**config.mk**
```make
export PLATFORM = sky130hd
export DESIGN_NAME = psda_bridge
export DESIGN_NICKNAME = d
export VERILOG_FILES = /design/src/hw/psda_pkg.sv /design/src/hw/psda_table_path.sv /design/src/hw/psda_window_map.sv /design/src/hw/psda_bridge.sv
export SDC_FILE = /design/constraint.sdc
export NUM_CORES = 1
export LEC_CHECK = 0
export ABC_AREA = 1
export BUFFER_PORTS_ARGS = -buffer_cell sky130_fd_sc_hd__buf_4
export CAP_MARGIN = 20
export CORE_MARGIN = 10
export CORE_UTILIZATION = 30
export CTS_BUF_LIST = sky130_fd_sc_hd__clkbuf_4
export DETAILED_ROUTE_END_ITERATION = 6
export GPL_ROUTABILITY_DRIVEN = 0
export GPL_TIMING_DRIVEN = 0
export HOLD_SLACK_MARGIN = 0.15
export PLACE_DENSITY = 0.66
export REMOVE_ABC_BUFFERS = 1
export SLEW_MARGIN = 20
export SYNTH_ARGS = -nofsm -noshare
export SYNTH_HDL_FRONTEND = slang
export SYNTH_SLANG_ARGS = --single-unit
```
**constraint.sdc**
```tcl
create_clock -name clk -period 3.75 [get_ports clk]
set_input_delay 0.5625 -clock clk [delete_from_list [all_inputs] [get_ports clk]]
set_output_delay 0.5625 -clock clk [all_outputs]
set_load 0.03 [all_outputs]
```
**src/hw/psda_pkg.sv**
```systemverilog
/*
  constants for the program-space data access bridge: register map,
  field positions, reset values and address widths.
  assumes nothing beyond a sv-2012 compiler.
*/
package psda_pkg;
  // register byte offsets on the ahb-lite slave
  localparam logic [7:0] OFF_TABLE_PAGE = 8'h00;
  localparam logic [7:0] OFF_WINDOW_PAGE = 8'h04;
  localparam logic [7:0] OFF_CORE_CONTROL = 8'h08;
  localparam logic [7:0] OFF_STATUS = 8'h0c;
  // field positions
  localparam int WINDOW_ENABLE_BIT = 2;
  localparam int CONFIG_SPACE_BIT = 7;
  localparam int EA_TOP_BIT = 15;
  // reset values
  localparam logic [7:0] TABLE_PAGE_RESET = 8'h00;
  localparam logic [7:0] WINDOW_PAGE_RESET = 8'h00;
  localparam logic [15:0] CORE_CONTROL_RESET = 16'h0000;
  // widths
  localparam int PADDR_W = 24;
  localparam int PWORD_W = 24;
  localparam int DATA_W = 16;
  localparam int WIN_LOW_W = 15;
  // extra cycles for a window read (one program read, result registered)
  localparam int WINDOW_STRETCH = 1;
  // table operation kinds
  typedef enum logic [1:0] {
    PSDA_TBL_READ_LOW = 2'b00,
    PSDA_TBL_READ_HIGH = 2'b01,
    PSDA_TBL_WRITE_LOW = 2'b10,
    PSDA_TBL_WRITE_HIGH = 2'b11
  } psda_tbl_op_t;
  // window read sequencer
  typedef enum logic [1:0] {
    PSDA_WIN_IDLE = 2'b00,
    PSDA_WIN_FETCH = 2'b01,
    PSDA_WIN_DONE = 2'b10
  } psda_win_state_t;
endpackage

```
**src/hw/psda_table_path.sv**
```systemverilog
/*
  table operation datapath: forms the 24-bit program address from the
  page and effective address, steers read bytes and write lanes.
  assumes the program word comes from the array one cycle after paddr, with op and ea held.
*/
`timescale 1ns/1ps
module psda_table_path (
  input wire logic [7:0] table_page,
  input wire logic [15:0] effective_address,
  input wire psda_pkg::psda_tbl_op_t op,
  input wire logic byte_mode,
  input wire logic [15:0] wdata,
  input wire logic [23:0] pword,
  output logic [23:0] paddr,
  output logic config_space,
  output logic [15:0] rdata,
  output logic [23:0] wword,
  output logic [2:0] wlane
);
  logic byte_sel;
  assign byte_sel = effective_address[0];
  // page above effective address; page top bit picks config space
  assign paddr = {table_page, effective_address};
  assign config_space = table_page[psda_pkg::CONFIG_SPACE_BIT];

  // read steering; the high byte above bit 23 is a phantom reading zero
  always_comb begin
    rdata = 16'h0000;
    case (op)
      psda_pkg::PSDA_TBL_READ_LOW: begin
        if (!byte_mode) rdata = pword[15:0];
        else rdata = {8'h00, byte_sel ? pword[15:8] : pword[7:0]};
      end
      psda_pkg::PSDA_TBL_READ_HIGH: begin
        if (!byte_mode) rdata = {8'h00, pword[23:16]};
        else rdata = byte_sel ? 16'h0000 : {8'h00, pword[23:16]};
      end
      default: rdata = 16'h0000;
    endcase
  end

  // write lanes, same addressing as reads
  always_comb begin
    wword = 24'h00_0000;
    wlane = 3'b000;
    case (op)
      psda_pkg::PSDA_TBL_WRITE_LOW: begin
        if (!byte_mode) begin
          wword = {8'h00, wdata};
          wlane = 3'b011;
        end else if (byte_sel) begin
          wword = {8'h00, wdata[7:0], 8'h00};
          wlane = 3'b010;
        end else begin
          wword = {16'h0000, wdata[7:0]};
          wlane = 3'b001;
        end
      end
      psda_pkg::PSDA_TBL_WRITE_HIGH: begin
        wword = {wdata[7:0], 16'h0000};
        wlane = (byte_mode && byte_sel) ? 3'b000 : 3'b100;
      end
      default: begin
        wword = 24'h00_0000;
        wlane = 3'b000;
      end
    endcase
  end
endmodule

```
**src/hw/psda_window_map.sv**
```systemverilog
/*
  visibility window address mapping and redirect decision.
  assumes core_control comes from a register on the same clock.
*/
`timescale 1ns/1ps
module psda_window_map (
  input wire logic [7:0] window_page,
  input wire logic [15:0] effective_address,
  input wire logic window_enable,
  input wire logic table_busy,
  output logic redirect,
  output logic [23:0] paddr
);
  // top ea bit plus enable; paused while a table op runs
  assign redirect = effective_address[psda_pkg::EA_TOP_BIT] && window_enable
                    && !table_busy;
  // bit 23 forced low, page bit 0 lands on bit 15, ea bit 15 dropped
  assign paddr = {1'b0, window_page, effective_address[14:0]};
endmodule

```
**src/hw/psda_bridge.sv**
```systemverilog
/*
  program-space data access bridge top: ahb-lite register slave, table
  operation port, data-space window port and program memory port.
  assumes a program memory array with one-cycle registered read data and
  a core that holds its request until done is seen.
*/
// The AHB-Lite slave port and the register addresses were decided locally.
`timescale 1ns/1ps
module psda_bridge (
  input wire logic clk,
  input wire logic rst,
  // ahb-lite slave
  input wire logic hsel,
  input wire logic [7:0] haddr,
  input wire logic [1:0] htrans,
  input wire logic hwrite,
  input wire logic [2:0] hsize,
  input wire logic [31:0] hwdata,
  input wire logic hready,
  output logic [31:0] hrdata,
  output logic hreadyout,
  output logic hresp,
  // table operation request
  input wire logic tbl_req,
  input wire psda_pkg::psda_tbl_op_t tbl_op,
  input wire logic tbl_byte_mode,
  input wire logic [15:0] tbl_ea,
  input wire logic [15:0] tbl_wdata,
  output logic tbl_done,
  output logic [15:0] tbl_rdata,
  // data-space access from the core
  input wire logic data_req,
  input wire logic data_write,
  input wire logic [15:0] data_ea,
  output logic data_redirect,
  output logic data_done,
  output logic [15:0] data_rdata,
  // instruction fetch
  input wire logic fetch_advance,
  output logic [23:0] fetch_addr,
  // program memory array
  output logic pm_read,
  output logic pm_write,
  output logic [23:0] pm_addr,
  output logic pm_config,
  output logic [23:0] pm_wdata,
  output logic [2:0] pm_wlane,
  input wire logic [23:0] pm_rdata
);
  logic [7:0] table_page;
  logic [7:0] window_page;
  logic [15:0] core_control;
  logic ahb_pend;
  logic ahb_wr;
  logic [7:0] ahb_addr;
  logic tbl_busy;
  logic [15:0] tbl_rd_q;
  logic tbl_is_write;
  psda_pkg::psda_win_state_t win_state;
  psda_pkg::psda_win_state_t next_win_state;
  logic [15:0] win_rd_q;
  logic [23:0] tbl_paddr;
  logic tbl_cfg;
  logic [15:0] tbl_steer;
  logic [23:0] tbl_wword;
  logic [2:0] tbl_wlane;
  logic win_redirect;
  logic [23:0] win_paddr;
  logic [23:0] pc;
  logic [31:0] rd_mux;
  logic [7:0] next_table_page;
  logic [7:0] next_window_page;
  logic [15:0] next_core_control;
  logic tbl_take;
  logic win_take;

  // an ahb beat is live when selected with nonseq or seq
  function automatic logic ahb_live(input logic sel, input logic [1:0] trans);
    return sel && trans[1];
  endfunction

  // a window read starts only for a redirected read; window writes are dropped
  function automatic logic win_start(input logic req, input logic wr, input logic redir);
    return req && !wr && redir;
  endfunction

  // offset decode of read data; it reads the values the registers take at this
  // edge, so a read right behind a write to the same offset sees the new value
  function automatic logic [31:0] reg_read(input logic [7:0] a);
    logic [31:0] v;
    v = 32'h0000_0000;
    case (a)
      psda_pkg::OFF_TABLE_PAGE: v = {24'h00_0000, next_table_page};
      psda_pkg::OFF_WINDOW_PAGE: v = {24'h00_0000, next_window_page};
      psda_pkg::OFF_CORE_CONTROL: v = {16'h0000, next_core_control};
      psda_pkg::OFF_STATUS: v = {29'h0000_0000, win_state != psda_pkg::PSDA_WIN_IDLE,
                                  tbl_busy, win_redirect};
      default: v = 32'h0000_0000;
    endcase
    return v;
  endfunction

  psda_table_path u_table (
    .table_page(table_page),
    .effective_address(tbl_ea),
    .op(tbl_op),
    .byte_mode(tbl_byte_mode),
    .wdata(tbl_wdata),
    .pword(pm_rdata),
    .paddr(tbl_paddr),
    .config_space(tbl_cfg),
    .rdata(tbl_steer),
    .wword(tbl_wword),
    .wlane(tbl_wlane)
  );

  psda_window_map u_window (
    .window_page(window_page),
    .effective_address(data_ea),
    .window_enable(core_control[psda_pkg::WINDOW_ENABLE_BIT]),
    .table_busy(tbl_busy || tbl_req),
    .redirect(win_redirect),
    .paddr(win_paddr)
  );

  // ahb address phase capture; zero wait states, always okay
  always_ff @(posedge clk or posedge rst) begin
    if (rst) begin
      ahb_pend <= 1'b0;
      ahb_wr <= 1'b0;
      ahb_addr <= 8'h00;
    end else if (hready) begin
      ahb_pend <= ahb_live(hsel, htrans);
      ahb_wr <= hwrite;
      ahb_addr <= haddr;
    end
  end

  // no wait states and no error: unmapped offsets simply read zero
  assign hreadyout = 1'b1;
  assign hresp = 1'b0;

  // register values after this edge; a data-phase write is folded in here so
  // that a read address phase on the same edge already returns the new value
  always_comb begin
    next_table_page = table_page;
    next_window_page = window_page;
    next_core_control = core_control;
    if (ahb_pend && ahb_wr) begin
      case (ahb_addr)
        psda_pkg::OFF_TABLE_PAGE: next_table_page = hwdata[7:0];
        psda_pkg::OFF_WINDOW_PAGE: next_window_page = hwdata[7:0];
        psda_pkg::OFF_CORE_CONTROL: next_core_control = hwdata[15:0];
        default: ;
      endcase
    end
  end

  // read mux on the address-phase offset; a process, not an assign, so the
  // register contents read inside the function also wake it
  always_comb begin
    rd_mux = reg_read(haddr);
  end

  // read data registered at the address phase so it stands in the data phase
  always_ff @(posedge clk or posedge rst) begin
    if (rst) begin
      hrdata <= 32'h0000_0000;
    end else if (hready && ahb_live(hsel, htrans) && !hwrite) begin
      hrdata <= rd_mux;
    end
  end

  // register writes land at the end of the data phase; hsize is ignored
  always_ff @(posedge clk or posedge rst) begin
    if (rst) begin
      table_page <= psda_pkg::TABLE_PAGE_RESET;
      window_page <= psda_pkg::WINDOW_PAGE_RESET;
      core_control <= psda_pkg::CORE_CONTROL_RESET;
    end else begin
      table_page <= next_table_page;
      window_page <= next_window_page;
      core_control <= next_core_control;
    end
  end

  // table op: issue one cycle, result the next (array read latency 1)
  // tbl_req is still high at the edge that ends busy, so that edge never retakes it
  always_ff @(posedge clk or posedge rst) begin
    if (rst) begin
      tbl_busy <= 1'b0;
      tbl_is_write <= 1'b0;
    end else if (tbl_busy) begin
      tbl_busy <= 1'b0;
    end else if (tbl_take) begin
      tbl_busy <= 1'b1;
      tbl_is_write <= tbl_op[1];
    end
  end

  // capture steered read data when the array answers
  always_ff @(posedge clk or posedge rst) begin
    if (rst) begin
      tbl_rd_q <= 16'h0000;
    end else if (tbl_busy && !tbl_is_write) begin
      tbl_rd_q <= tbl_steer;
    end
  end
  assign tbl_done = tbl_busy;
  assign tbl_rdata = tbl_rd_q;

  // take conditions shared by the sequencers and the array port; a table op
  // wins the array, and the window map already stands down while one is live
  assign tbl_take = tbl_req && !tbl_busy;
  assign win_take = win_start(data_req, data_write, win_redirect);

  // window read sequencer: fetch then done adds the stretch cycle
  // a write never enters it: the window is read-only and answers at once
  always_comb begin
    next_win_state = win_state;
    case (win_state)
      psda_pkg::PSDA_WIN_IDLE: begin
        if (win_take) begin
          next_win_state = psda_pkg::PSDA_WIN_FETCH;
        end
      end
      psda_pkg::PSDA_WIN_FETCH: next_win_state = psda_pkg::PSDA_WIN_DONE;
      psda_pkg::PSDA_WIN_DONE: next_win_state = psda_pkg::PSDA_WIN_IDLE;
      default: next_win_state = psda_pkg::PSDA_WIN_IDLE;
    endcase
  end

  always_ff @(posedge clk or posedge rst) begin
    if (rst) begin
      win_state <= psda_pkg::PSDA_WIN_IDLE;
    end else begin
      win_state <= next_win_state;
    end
  end

  // only the low word of the program word is visible
  always_ff @(posedge clk or posedge rst) begin
    if (rst) begin
      win_rd_q <= 16'h0000;
    end else if (win_state == psda_pkg::PSDA_WIN_FETCH) begin
      win_rd_q <= pm_rdata[15:0];
    end
  end

  // writes into the window are dropped: the path is read-only
  assign data_redirect = data_req && win_redirect;
  assign data_done = (win_state == psda_pkg::PSDA_WIN_DONE)
                     || (data_redirect && data_write);
  assign data_rdata = win_rd_q;

  // fetch counter steps by two per program word
  // bit 0 stays zero and bit 23 is dropped, so fetches stay in user space
  always_ff @(posedge clk or posedge rst) begin
    if (rst) begin
      pc <= 24'h00_0000;
    end else if (fetch_advance) begin
      pc <= {pc[23:1] + 23'h00_0001, 1'b0};
    end
  end
  assign fetch_addr = {1'b0, pc[22:1], 1'b0};

  // program memory port; a table op takes the array before the window
  // with nothing to do the port idles on the fetch address with no strobe
  always_comb begin
    pm_read = 1'b0;
    pm_write = 1'b0;
    pm_addr = fetch_addr;
    pm_config = 1'b0;
    pm_wdata = 24'h00_0000;
    pm_wlane = 3'b000;
    if (tbl_take) begin
      pm_addr = tbl_paddr;
      pm_config = tbl_cfg;
      pm_read = !tbl_op[1];
      pm_write = tbl_op[1] && (tbl_wlane != 3'b000);
      pm_wdata = tbl_wword;
      pm_wlane = tbl_wlane;
    end else if (win_state == psda_pkg::PSDA_WIN_IDLE && win_take) begin
      pm_addr = win_paddr;
      pm_read = 1'b1;
    end
  end
endmodule

```
==> qor.csv, run 1 <==
stage;metric;value;unit
outcome;status;finished clean;
place;placed_area;8150;um^2
clock_network;post-cts-setup-buffers;0;
place;dp_slack;0.831;ns
layout;final_common_cell;buf_4;
drt;drtIter0Drc;254;
worst_setup_path;cp.required;3.19;ns
floorplanning;num_rows;52;
synthesis;syn_area;6230;um^2
worst_setup_path;path_cells;nor3_4 > nand3_4 > nand2_2 > inv_2 > nand2_1 > o221ai_1 > buf_4;
worst_setup_path;cp.arrival;2.63;ns
layout;stdcell_area;8450;um^2
grt;antenna_found_initial;2;
sta;rsz0062_at_grt;false;
layout;multi_input_area;2720;um^2
layout;fillers;2115;
clock_network;clock_latency;0.55;ns
worst_setup_path;slowest_stage;dfrtp_1;
worst_setup_path;r2r_setup_slack;1.80;ns
worst_hold_path;whs_path_depth;3;
power_and_ir_drop;ir_worst_vdd;0.000225;V
worst_setup_path;rr_worst_depth;9;
worst_setup_path;cp-end-kind;output pin;
worst_setup_path;startpoint_type;flip-flop;
synthesis;synth_warnings;0;
worst_hold_path;hp-class;input port to flip-flop;
power_and_ir_drop;power.density;408;nW/um^2
worst_setup_path;cp-startpoint;tbl_done;
layout;final_cell_mix;buf_4, nand2_1, dfrtp_1, inv_1, nand3_1;
grt;grtUsageTotal;0.157;
drt;drt_pass1_iterations;5;
synthesis;ys_seq_elements;116;
worst_setup_path;slowest_delay;0.49;ns
worst_setup_path;cpLargestDelayFamily;simple AND/OR/NAND/NOR gates;
drt;wl_per_cell;16.4;um
sta;slew_headroom;0.395;
floorplanning;start_util;0.306;
sta;maxSlewViolCount;0;
layout;final_util;0.415;
drt;via_count;5943;
synthesis;yosysUniqueCellTypes;40;
clock_network;cts_resized;0;
layout;drive_gt1_frac;0.308;
grt;grt_max_degree;67;
layout;regArea;2900;um^2
synthesis;syn_area_per_cell;7.93;um^2
sta;hold_viol_final;0;
clock_network;cts_sinks;116;
sta;finClkSkew;0.0221;ns
layout;syn2layout_area_growth;35.5;%
job;max_cap_violations;0;
synthesis;synth_cells;786;
worst_setup_path;criticalPathCategory;flip-flop to output pin;
clock_network;cts.htree.levels;4;
sta;fmax;313;MHz
layout;nets;1147;
worst_setup_path;cp_num_buf_inv;2;
sta;min_period_over_period;0.851;
worst_hold_path;min_to;data_rdata[15];
grt;grt_overflow_total;0;
power_and_ir_drop;p_total;3.45;mW
floorplanning;dieArea;26900;um^2
drt;wirelength;21.3;mm
clock_network;clockRootBuffer;clkbuf_4;
place;dp_hpwl;16.6;mm
synthesis;ys_seq_area_frac;0.466;
clock_network;postCtsHoldBufs;1;
clock_network;clk_pin_slew;0.13;ns
floorplanning;die_w;164;um
floorplanning;die_y;164;um
grt;grt_pass1_wl;33.1;mm
sta;setup-tns-final;0;ns
clock_network;clock_path_buffers;2;
power_and_ir_drop;power.leakage;4.48;nW
floorplanning;io_pins;276;
drt;drtAntennaViolNets;0;
sta;max_slew.worst_pin.slew;0.906;ns
sta;worst_slack;0.558;ns
drt;drt-vias-per-instance;4.57;
worst_setup_path;crit_path_max_fanout;13;
place;io_buffer_count;235;
sta;setup_violations;0;
grt;first_global_vias;6152;
worst_hold_path;min-delay-start;pm_rdata[15];
clock_network;cts_buffers;17;
worst_setup_path;r2r-start;ahb_addr[7];
drt;drc_errors;0;
clock_network;cts_tree;built;
worst_setup_path;reg2reg_to;hrdata[7];
sta;fin_crit;3.19;ns
floorplanning;core_area;20400;um^2
-- per-layer routing --
layer  vias up  track usage  wire length [um]
met3        25       0.0786              2350
li1       2933            -                 -
met2       226        0.252             10100
met5         -            0                13
met1      2757        0.177              8420
met4         2       0.0540               348
-- power by group --
part / internal, mW / switching (mW) / leakage [nW]
Clock: 0.399 / 0.538 / 0.150
Combinational: 0.368 / 0.656 / 2.91
Sequential: 1.38 / 0.111 / 1.43
Total: 2.14 / 1.31 / 4.48
-- worst register-to-register path, stage by stage (launching register included) --
cell     delay [ns]
dfrtp_1        0.40
nor2_2         0.14
nand2_2        0.09
nor2_4         0.41
nand2_2        0.31
o21ai_1        0.26
nand2_1        0.08
nand3_1        0.10
nand2_1        0.06
nand2_1        0.06
-- per-stage QoR --
step	instances	hold slack (ns)
2_1_floorplan	761	0.452
5_1_grt	1301	0.164
6_report	1301	0.224
4_1_cts	1300	0.159
3_3_place_gp	1266	0.465
3_5_place_dp	1267	0.470
-- sequential cells by signal, indices dropped and copies added (netlist names) --
register	flops
pc	22
core_control	16
data_rdata	16
hrdata	16
tbl_rdata	16
ahb_addr	8
table_page	8
window_page	8
win_state	2
ahb_pend	1
ahb_wr	1
tbl_done	1
tbl_is_write	1
-- worst max-delay path by stage --
| stage | to | depth (start not counted) | slack, ns |
|---|---|---|---|
| finish | pm_addr[17] | 7 | 0.56 |
| detailed placement | pm_addr[16] | 8 | 0.83 |
| global placement | pc[18] | 2 | -1.55 |
| CTS | pm_addr[16] | 7 | 0.40 |
| floorplan | ahb_addr[0] | 1 | 0.12 |
| global route | pm_addr[17] | 7 | 0.30 |
-- area by class of cell --
cell class              count  share of cell area
flip-flops and latches    116               0.344
multi-input cells         540               0.322
repair buffers            237               0.213
inverters                 105              0.0472
well taps                 270              0.0400
clock inverters            15              0.0184
clock buffers              17              0.0151
diodes                      1            0.000296
-- kinds of logic after synthesis --
logic type | count (synthesis) | share of synthesized area
flops | 116 | 0.466
fa+ha+maj | 1 | 0.00201
compound gates | 98 | 0.0929
simple gates | 398 | 0.295
buf+inv | 148 | 0.109
other cells | 2 | 0.00120
xor+xnor | 19 | 0.0267
mux | 4 | 0.00722
-- cell usage after synthesis --
cell | count | share of area
a21oi_1 | 10 | 0.0080
a31oi_1 | 8 | 0.0080
and2_1 | 19 | 0.019
and3_1 | 1 | 0.0010
buf_1 | 1 | 0.00060
buf_2 | 6 | 0.0048
buf_4 | 23 | 0.028
buf_6 | 4 | 0.0072
clkbuf_1 | 9 | 0.0054
clkinv_1 | 1 | 0.00060
conb_1 | 2 | 0.0012
dfrtp_1 | 116 | 0.47
ha_1 | 1 | 0.0020
inv_1 | 96 | 0.058
inv_2 | 8 | 0.0048
mux2_2 | 4 | 0.0072
nand2_1 | 211 | 0.13
nand2_2 | 5 | 0.0050
nand2_4 | 1 | 0.0018
nand3_1 | 72 | 0.058
nand3_4 | 2 | 0.0056
nand3b_1 | 2 | 0.0024
nand4_1 | 6 | 0.0060
nand4_2 | 1 | 0.0020
nor2_1 | 50 | 0.030
nor2_2 | 8 | 0.0080
nor2_4 | 5 | 0.0090
nor3_1 | 2 | 0.0016
nor3_4 | 3 | 0.0078
nor3b_2 | 1 | 0.0020
nor4_1 | 1 | 0.0010
o211ai_1 | 15 | 0.018
o21ai_0 | 43 | 0.035
o21ai_1 | 11 | 0.0088
o21ai_2 | 3 | 0.0042
o221ai_1 | 8 | 0.011
or2_0 | 1 | 0.0010
or2_2 | 7 | 0.0070
xnor2_1 | 2 | 0.0028
xor2_1 | 17 | 0.024
Note: power is estimated with default switching activity, not from simulation.
==> run 2, diff against run 1 <==
--- a/config.mk
+++ b/config.mk
@@ -9,13 +9,13 @@
 export BUFFER_PORTS_ARGS = -buffer_cell sky130_fd_sc_hd__buf_4
 export CAP_MARGIN = 20
 export CORE_MARGIN = 10
-export CORE_UTILIZATION = 30
+export CORE_UTILIZATION = 44
 export CTS_BUF_LIST = sky130_fd_sc_hd__clkbuf_4
 export DETAILED_ROUTE_END_ITERATION = 6
 export GPL_ROUTABILITY_DRIVEN = 0
 export GPL_TIMING_DRIVEN = 0
 export HOLD_SLACK_MARGIN = 0.15
-export PLACE_DENSITY = 0.66
+export PLACE_DENSITY = 0.87
 export REMOVE_ABC_BUFFERS = 1
 export SLEW_MARGIN = 20
 export SYNTH_ARGS = -nofsm -noshare
==> constraint.sdc (replaced) <==
create_clock -name clk -period 2.65 [get_ports clk]
set_input_delay 0.3975 -clock clk [delete_from_list [all_inputs] [get_ports clk]]
set_output_delay 0.3975 -clock clk [all_outputs]
set_load 0.03 [all_outputs]
==> run 2 against run 1 <==
Critical path type unchanged. Final area increased by 5.3%. First-iteration DRC count increased by 93%. Total power up 50%. Sequential power rose by 42%. Register-to-register slack got worse by 1.3 ns. Largest cell class unchanged. Highest routed layer is now met4. Critical endpoint is now pm_addr[18].
==> qor.csv, run 2 (synthesis results as in run 1) <==
stage;metric;value;unit;change
outcome;status;finished clean;;
layout;final_util;0.641;;+0.226
sta;setup_violations;0;;unchanged
sta;finClkSkew;0.0223;ns;+0.000131 ns
worst_setup_path;rr_worst_depth;5;;-4
power_and_ir_drop;power.density;581;nW/um^2;+42%
drt;drtAntennaViolNets;0;;unchanged
layout;nets;1194;;+4.1%
clock_network;cts_tree;built;;
worst_hold_path;whs_path_depth;3;;unchanged
drt;drt-vias-per-instance;5.13;;+12%
layout;n_antenna_cell;0;;-1
clock_network;cts_buffers;17;;unchanged
floorplanning;io_pins;276;;unchanged
floorplanning;dieArea;19300;um^2;-28%
floorplanning;die_w;139;um;-15%
floorplanning;core_area;13900;um^2;-32%
clock_network;clockRootBuffer;clkbuf_4;;
power_and_ir_drop;p_total;5.16;mW;+50%
place;io_buffer_count;235;;unchanged
worst_setup_path;slowest_stage;dfrtp_1;;
sta;maxSlewViolCount;0;;unchanged
sta;rsz0062_at_grt;false;;
worst_setup_path;r2r-start;tbl_done;;
sta;hold_ws;0.191;ns;-0.0335 ns
worst_hold_path;min-delay-start;hwdata[4];;
sta;fin_crit;2.50;ns;
layout;multi_input_area;2760;um^2;+1.5%
worst_setup_path;criticalPathCategory;flip-flop to output pin;;
layout;drive_gt1_frac;0.307;;-0.000432
worst_setup_path;cp.arrival;2.10;ns;-0.53 ns
worst_hold_path;hp-class;input port to flip-flop;;
grt;antenna_found_initial;0;;-2
grt;grt_overflow_total;0;;unchanged
worst_setup_path;startpoint_type;flip-flop;;
layout;largest_reg_flops;22;;unchanged
clock_network;clock_latency;0.54;ns;about the same
layout;fillers;1118;;-47%
drt;wirelength;22.3;mm;+5.0%
place;dp_hpwl;15.9;mm;-4.4%
drt;drc_errors;0;;unchanged
layout;largest_register;pc;;
floorplanning;num_rows;43;;-17%
floorplanning;start_util;0.449;;+0.143
worst_setup_path;reg2reg_to;tbl_rdata[10];;
worst_setup_path;cp.required;2.25;ns;-0.94 ns
grt;met1_usage;0.244;;+0.0669
sta;fmax;400;MHz;
layout;finalNonFillerCells;1257;;-3.4%
sta;hold_viol_final;0;;unchanged
layout;regArea;2900;um^2;about the same
grt;grt_util_met3;0.0764;;-0.00223
sta;slew_headroom;0.223;;-0.172
clock_network;cts.htree.levels;4;;unchanged
drt;drt_pass1_iterations;5;;unchanged
grt;grt_pass1_wl;34.8;mm;+5.0%
power_and_ir_drop;power.leakage;4.70;nW;+4.8%
clock_network;clk_pin_slew;0.12;ns;about the same
layout;syn2layout_area_growth;42.7;%;
grt;grtUsageTotal;0.221;;+0.0640
power_and_ir_drop;ir_worst_vdd;0.000356;V;+59%
worst_setup_path;cp-end-kind;output pin;;
grt;grt_max_degree;63;;-6.0%
sta;setup-tns-final;0;ns;unchanged
worst_setup_path;crit_path_max_fanout;7;;-6
worst_setup_path;path_cells;nand2_1 > nor3_4 > nand3_4 > buf_4 > o221ai_2 > buf_4;;
worst_hold_path;min_to;table_page[4];;
clock_network;cts_sinks;116;;unchanged
grt;grt_busiest_layer;met2;;
grt;first_global_vias;6631;;+7.8%
job;max_cap_violations;0;;unchanged
layout;final_cell_mix;buf_4, nand2_1, dfrtp_1, inv_1, nand3_1;;
sta;min_period_over_period;0.943;;
worst_setup_path;path_common_cell;buf_4;;
sta;max_slew.worst_pin.slew;1.16;ns;+0.255 ns
worst_setup_path;slowest_delay;0.40;ns;-0.09 ns
drt;drtIter0Drc;490;;+93%
worst_setup_path;r2r_setup_slack;0.55;ns;-1.25 ns
layout;final_common_cell;buf_4;;
grt;grt_use_met2;0.373;;+0.121
clock_network;clock_path_buffers;2;;unchanged
floorplanning;die_y;139;um;-15%
drt;via_count;6450;;+8.5%
place;dp_cells;1177;;-7.1%
drt;wl_per_cell;17.8;um;+8.7%
[run 2: worst max path at each step]
| stage | from | to | slack [ns] | cells after the start |
|---|---|---|---|---|
| after floorplan | rst | ahb_addr[0] | -0.82 | 1 |
| after global placement | rst | core_control[12] | -2.21 | 2 |
| after detailed placement | tbl_done | pm_addr[17] | 0.14 | 7 |
| after CTS | tbl_done | pm_addr[4] | 0.004 | 6 |
| after global routing | tbl_done | pm_wdata[1] | 0.002 | 10 |
| final | core_control[2] | pm_addr[18] | 0.15 | 6 |
[run 2: layer usage]
metal	wire length (um)	share of wire
met5	0	0
met3	2000	0.089
met2	11100	0.50
met4	864	0.039
met1	8400	0.38
[run 2: where the power goes]
group	switching, mW	leakage, nW	internal, mW
clock network	0.754	0.169	0.755
registers	0.160	1.42	1.95
logic	0.979	3.10	0.569
total	1.89	4.70	3.27
[run 2: worst max-delay path: cells and delay by family (launching register included)]
family          cells  cell delay [ns]
buf+inv             2             0.41
compound gates      1             0.21
simple gates        3             0.55
flops               1             0.40
[run 2: timing repair]
item | 4_1_cts | 5_1_grt
setup buffers | 6 | 2
cloned | 1 | 0
gates resized for setup | 8 | 11
endpoints found under the hold margin | 102 | 0
pin swaps | 3 | 2
hold buffers | 39 | 0
setup endpoints to repair | 33 | 17
[run 2: through the flow]
step           worst slack [ns]  area [um^2]
4_1_cts                 0.00370         8850
3_3_place_gp              -2.21         8010
5_1_grt                 0.00240         8890
2_1_floorplan            -0.820         6020
3_5_place_dp              0.142         8040
6_report                  0.152         8890
[run 2: cell type report]
cell class / count / area share
sequential: 116 / 0.326
multi-input combinational: 540 / 0.311
timing repair buffer: 283 / 0.252
inverter: 105 / 0.0467
tap: 180 / 0.0253
clock inverter: 15 / 0.0231
clock buffer: 17 / 0.0143
timing repair inverter: 1 / 0.000844
==> run 3, diff against run 2 <==
--- a/config.mk
+++ b/config.mk
@@ -8,6 +8,7 @@
 export ABC_AREA = 1
 export BUFFER_PORTS_ARGS = -buffer_cell sky130_fd_sc_hd__buf_4
 export CAP_MARGIN = 20
+export CORE_ASPECT_RATIO = 2
 export CORE_MARGIN = 10
 export CORE_UTILIZATION = 44
 export CTS_BUF_LIST = sky130_fd_sc_hd__clkbuf_4
==> constraint.sdc (replaced) <==
create_clock -name clk -period 2.29 [get_ports clk]
set_input_delay 0.3435 -clock clk [delete_from_list [all_inputs] [get_ports clk]]
set_output_delay 0.3435 -clock clk [all_outputs]
set_load 0.03 [all_outputs]
==> run 3 against run 2 <==
The flow now finishes with violations (setup timing). Combinational power is 26% higher. First-iteration DRC count decreased by 32%. Critical path type is now input port to output pin. Total power is 16% higher. Core utilization is 6.0 points higher. Largest power group unchanged. Final area increased by 9.4%. Sequential share of layout area down 2.8 points. Via count up 6.1%. Largest cell class is now multi-input combinational cells.
==> qor.csv, run 3 (synthesis results as in run 1) <==
stage;metric;value;unit;change
sta;fin_crit;2.46;ns;
layout;syn2layout_area_growth;56.1;%;
sta;maxSlewViolCount;0;;unchanged
sta;finClkSkew;0.0130;ns;-0.00930 ns
floorplanning;die_w;104;um;-25%
sta;fmax;406;MHz;
grt;antenna_found_initial;2;;+2
grt;grtUsageTotal;0.238;;+0.0168
clock_network;cts.htree.levels;4;;unchanged
worst_setup_path;path_cells;buf_4 > nand2_1 > inv_1 > nor2_4 > clkinv_4 > nor2_4 > buf_6;;
layout;nets;1236;;+3.5%
worst_setup_path;criticalPathCategory;input port to output pin;;
sta;setup-tns-final;-3.50;ns;-3.50 ns
floorplanning;io_pins;276;;unchanged
clock_network;clock_latency;0.52;ns;-0.02 ns
floorplanning;core_area;13900;um^2;about the same
power_and_ir_drop;power.leakage;4.97;nW;+5.8%
worst_setup_path;crit_path_max_fanout;17;;+10
drt;drt-vias-per-instance;5.24;;+2.2%
floorplanning;start_util;0.449;;about the same
clock_network;cts_sinks;116;;unchanged
place;dp_hpwl;16.4;mm;+3.4%
worst_hold_path;hp-class;input port to flip-flop;;
layout;largest_reg_flops;22;;unchanged
power_and_ir_drop;ir_worst_vdd;0.000460;V;+29%
layout;drive_gt1_frac;0.344;;+0.0371
worst_setup_path;cp-end-kind;output pin;;
worst_setup_path;cp.required;1.95;ns;-0.30 ns
sta;setup_violations;37;;+37
layout;largest_register;pc;;
worst_setup_path;path_common_cell;nor2_4;;
worst_setup_path;slowest_stage;nand2_1;;
layout;fillers;1019;;-8.9%
drt;drt_pass1_iterations;5;;unchanged
drt;drc_errors;0;;unchanged
clock_network;clk_pin_slew;0.10;ns;-0.02 ns
layout;final_cell_mix;buf_4, nand2_1, dfrtp_1, inv_1, nand3_1;;
worst_setup_path;cp_num_buf_inv;4;;+2
power_and_ir_drop;power.density;616;nW/um^2;+6.1%
clock_network;cts_tree;built;;
job;max_cap_violations;0;;unchanged
grt;grt_overflow_total;0;;unchanged
floorplanning;num_rows;61;;+42%
clock_network;cts_buffers;17;;unchanged
sta;max_slew.worst_pin.slew;1.07;ns;-0.0903 ns
sta;min_period_over_period;1.08;;
drt;wirelength;25.0;mm;+12%
drt;drtAntennaViolNets;0;;unchanged
outcome;status;finished, violations left;;
drt;wl_per_cell;19.2;um;+7.9%
grt;grt_pass1_wl;37.4;mm;+7.5%
grt;first_global_vias;7035;;+6.1%
clock_network;clock_path_buffers;2;;unchanged
sta;slew_headroom;0.284;;+0.0604
grt;grt_max_degree;73;;+16%
floorplanning;die_y;188;um;+35%
drt;via_count;6846;;+6.1%
sta;worst_slack;-0.172;ns;-0.324 ns
worst_setup_path;startpoint_type;input port;;
worst_setup_path;cpLargestDelayFamily;buffers and inverters;;
place;io_buffer_count;235;;unchanged
sta;hold_viol_final;0;;unchanged
floorplanning;dieArea;19600;um^2;+1.5%
outcome;failed_checks;setup timing;;
worst_setup_path;cp.arrival;2.12;ns;+0.02 ns
layout;final_common_cell;buf_4;;
sta;hold_ws;0.215;ns;+0.0241 ns
clock_network;clockRootBuffer;clkbuf_4;;
drt;drtIter0Drc;331;;-32%
worst_setup_path;slowest_delay;0.47;ns;+0.07 ns
sta;rsz0062_at_grt;true;;
run 3: cell types whose count changed in the layout (fill, tap and decap cells not counted), moves of 4 or more:
| cell | before | now |
|---|---|---|
| a21oi_1 | 9 | 1 |
| a21oi_4 | 0 | 5 |
| buf_4 | 242 | 211 |
| buf_6 | 1 | 45 |
| clkinv_4 | 5 | 1 |
| dlygate4sd3_1 | 39 | 63 |
| nand2_1 | 211 | 206 |
| nand2_2 | 4 | 8 |
| nand3_1 | 72 | 66 |
| nand3_2 | 0 | 6 |
| nor2_1 | 50 | 33 |
| nor2_4 | 6 | 20 |
| o221ai_1 | 6 | 2 |
| o221ai_2 | 2 | 6 |
run 3: area by class of cell:
cell class | count | area (um^2) | area share
inverter | 105 | 433 | 0.0445
multi-input combinational | 541 | 3040 | 0.312
tap | 189 | 236 | 0.0243
timing repair inverter | 2 | 16.3 | 0.00167
clock inverter | 8 | 136 | 0.0140
antenna | 2 | 5.00 | 0.000514
timing repair buffer | 323 | 2810 | 0.289
clock buffer | 20 | 150 | 0.0154
sequential | 116 | 2900 | 0.298
run 3: per-stage QoR:
step	worst slack, ns	instance area (um^2)	total power [mW]	instances	util
floorplan	-1.13	6020	3.44	761	-
global placement	-2.53	8020	4.13	1185	0.577
detailed placement	-0.0867	8050	4.18	1186	0.580
CTS	-0.120	9360	5.95	1297	0.674
global route	-0.302	9730	6.29	1306	0.701
finish	-0.172	9730	6.00	1306	0.701
run 3: metal layers:
| layer | GRT usage | part of all wire | up-vias |
|---|---|---|---|
| li1 | - | - | 3105 |
| met1 | 0.237 | 0.35 | 3298 |
| met2 | 0.445 | 0.54 | 362 |
| met3 | 0.0564 | 0.056 | 81 |
| met4 | 0.119 | 0.052 | 0 |
| met5 | 0 | 0 | - |
run 3: worst paths after layout:
check                         startpoint       endpoint  slack, ns  depth (start not counted)
min in group asynchronous            rst  data_rdata[7]       0.49                          3
max in group asynchronous            rst      hrdata[7]       1.13                          4
max reg2reg                 win_state[1]  data_rdata[9]       0.27                          5
min                            hwdata[0]  table_page[0]       0.21                          4
max                        tbl_byte_mode    pm_wdata[7]      -0.17                          7
min reg2reg                    hrdata[0]      hrdata[0]       0.49                          2
run 3: repair_timing:
action	4_1_cts	5_1_grt
pin swaps	11	9
hold buffers	63	0
endpoints found under the setup margin	53	52
cloned	1	2
gates resized for setup	55	76
setup buffers	19	8
endpoints found under the hold margin	136	0
run 3: where the power goes:
part | internal, mW | total (mW) | switching [mW] | leakage [nW]
Sequential | 2.25 | 2.45 | 0.200 | 1.42
Combinational | 0.750 | 1.96 | 1.21 | 3.39
Clock | 0.868 | 1.58 | 0.712 | 0.157
run 3: worst reg2reg max path, stage by stage, from the launching register on:
cell and delay (ns):
dfrtp_1 0.38, inv_1 0.08, nand2_1 0.65, clkinv_1 0.55, nand2_1 0.19, nand2_1 0.07
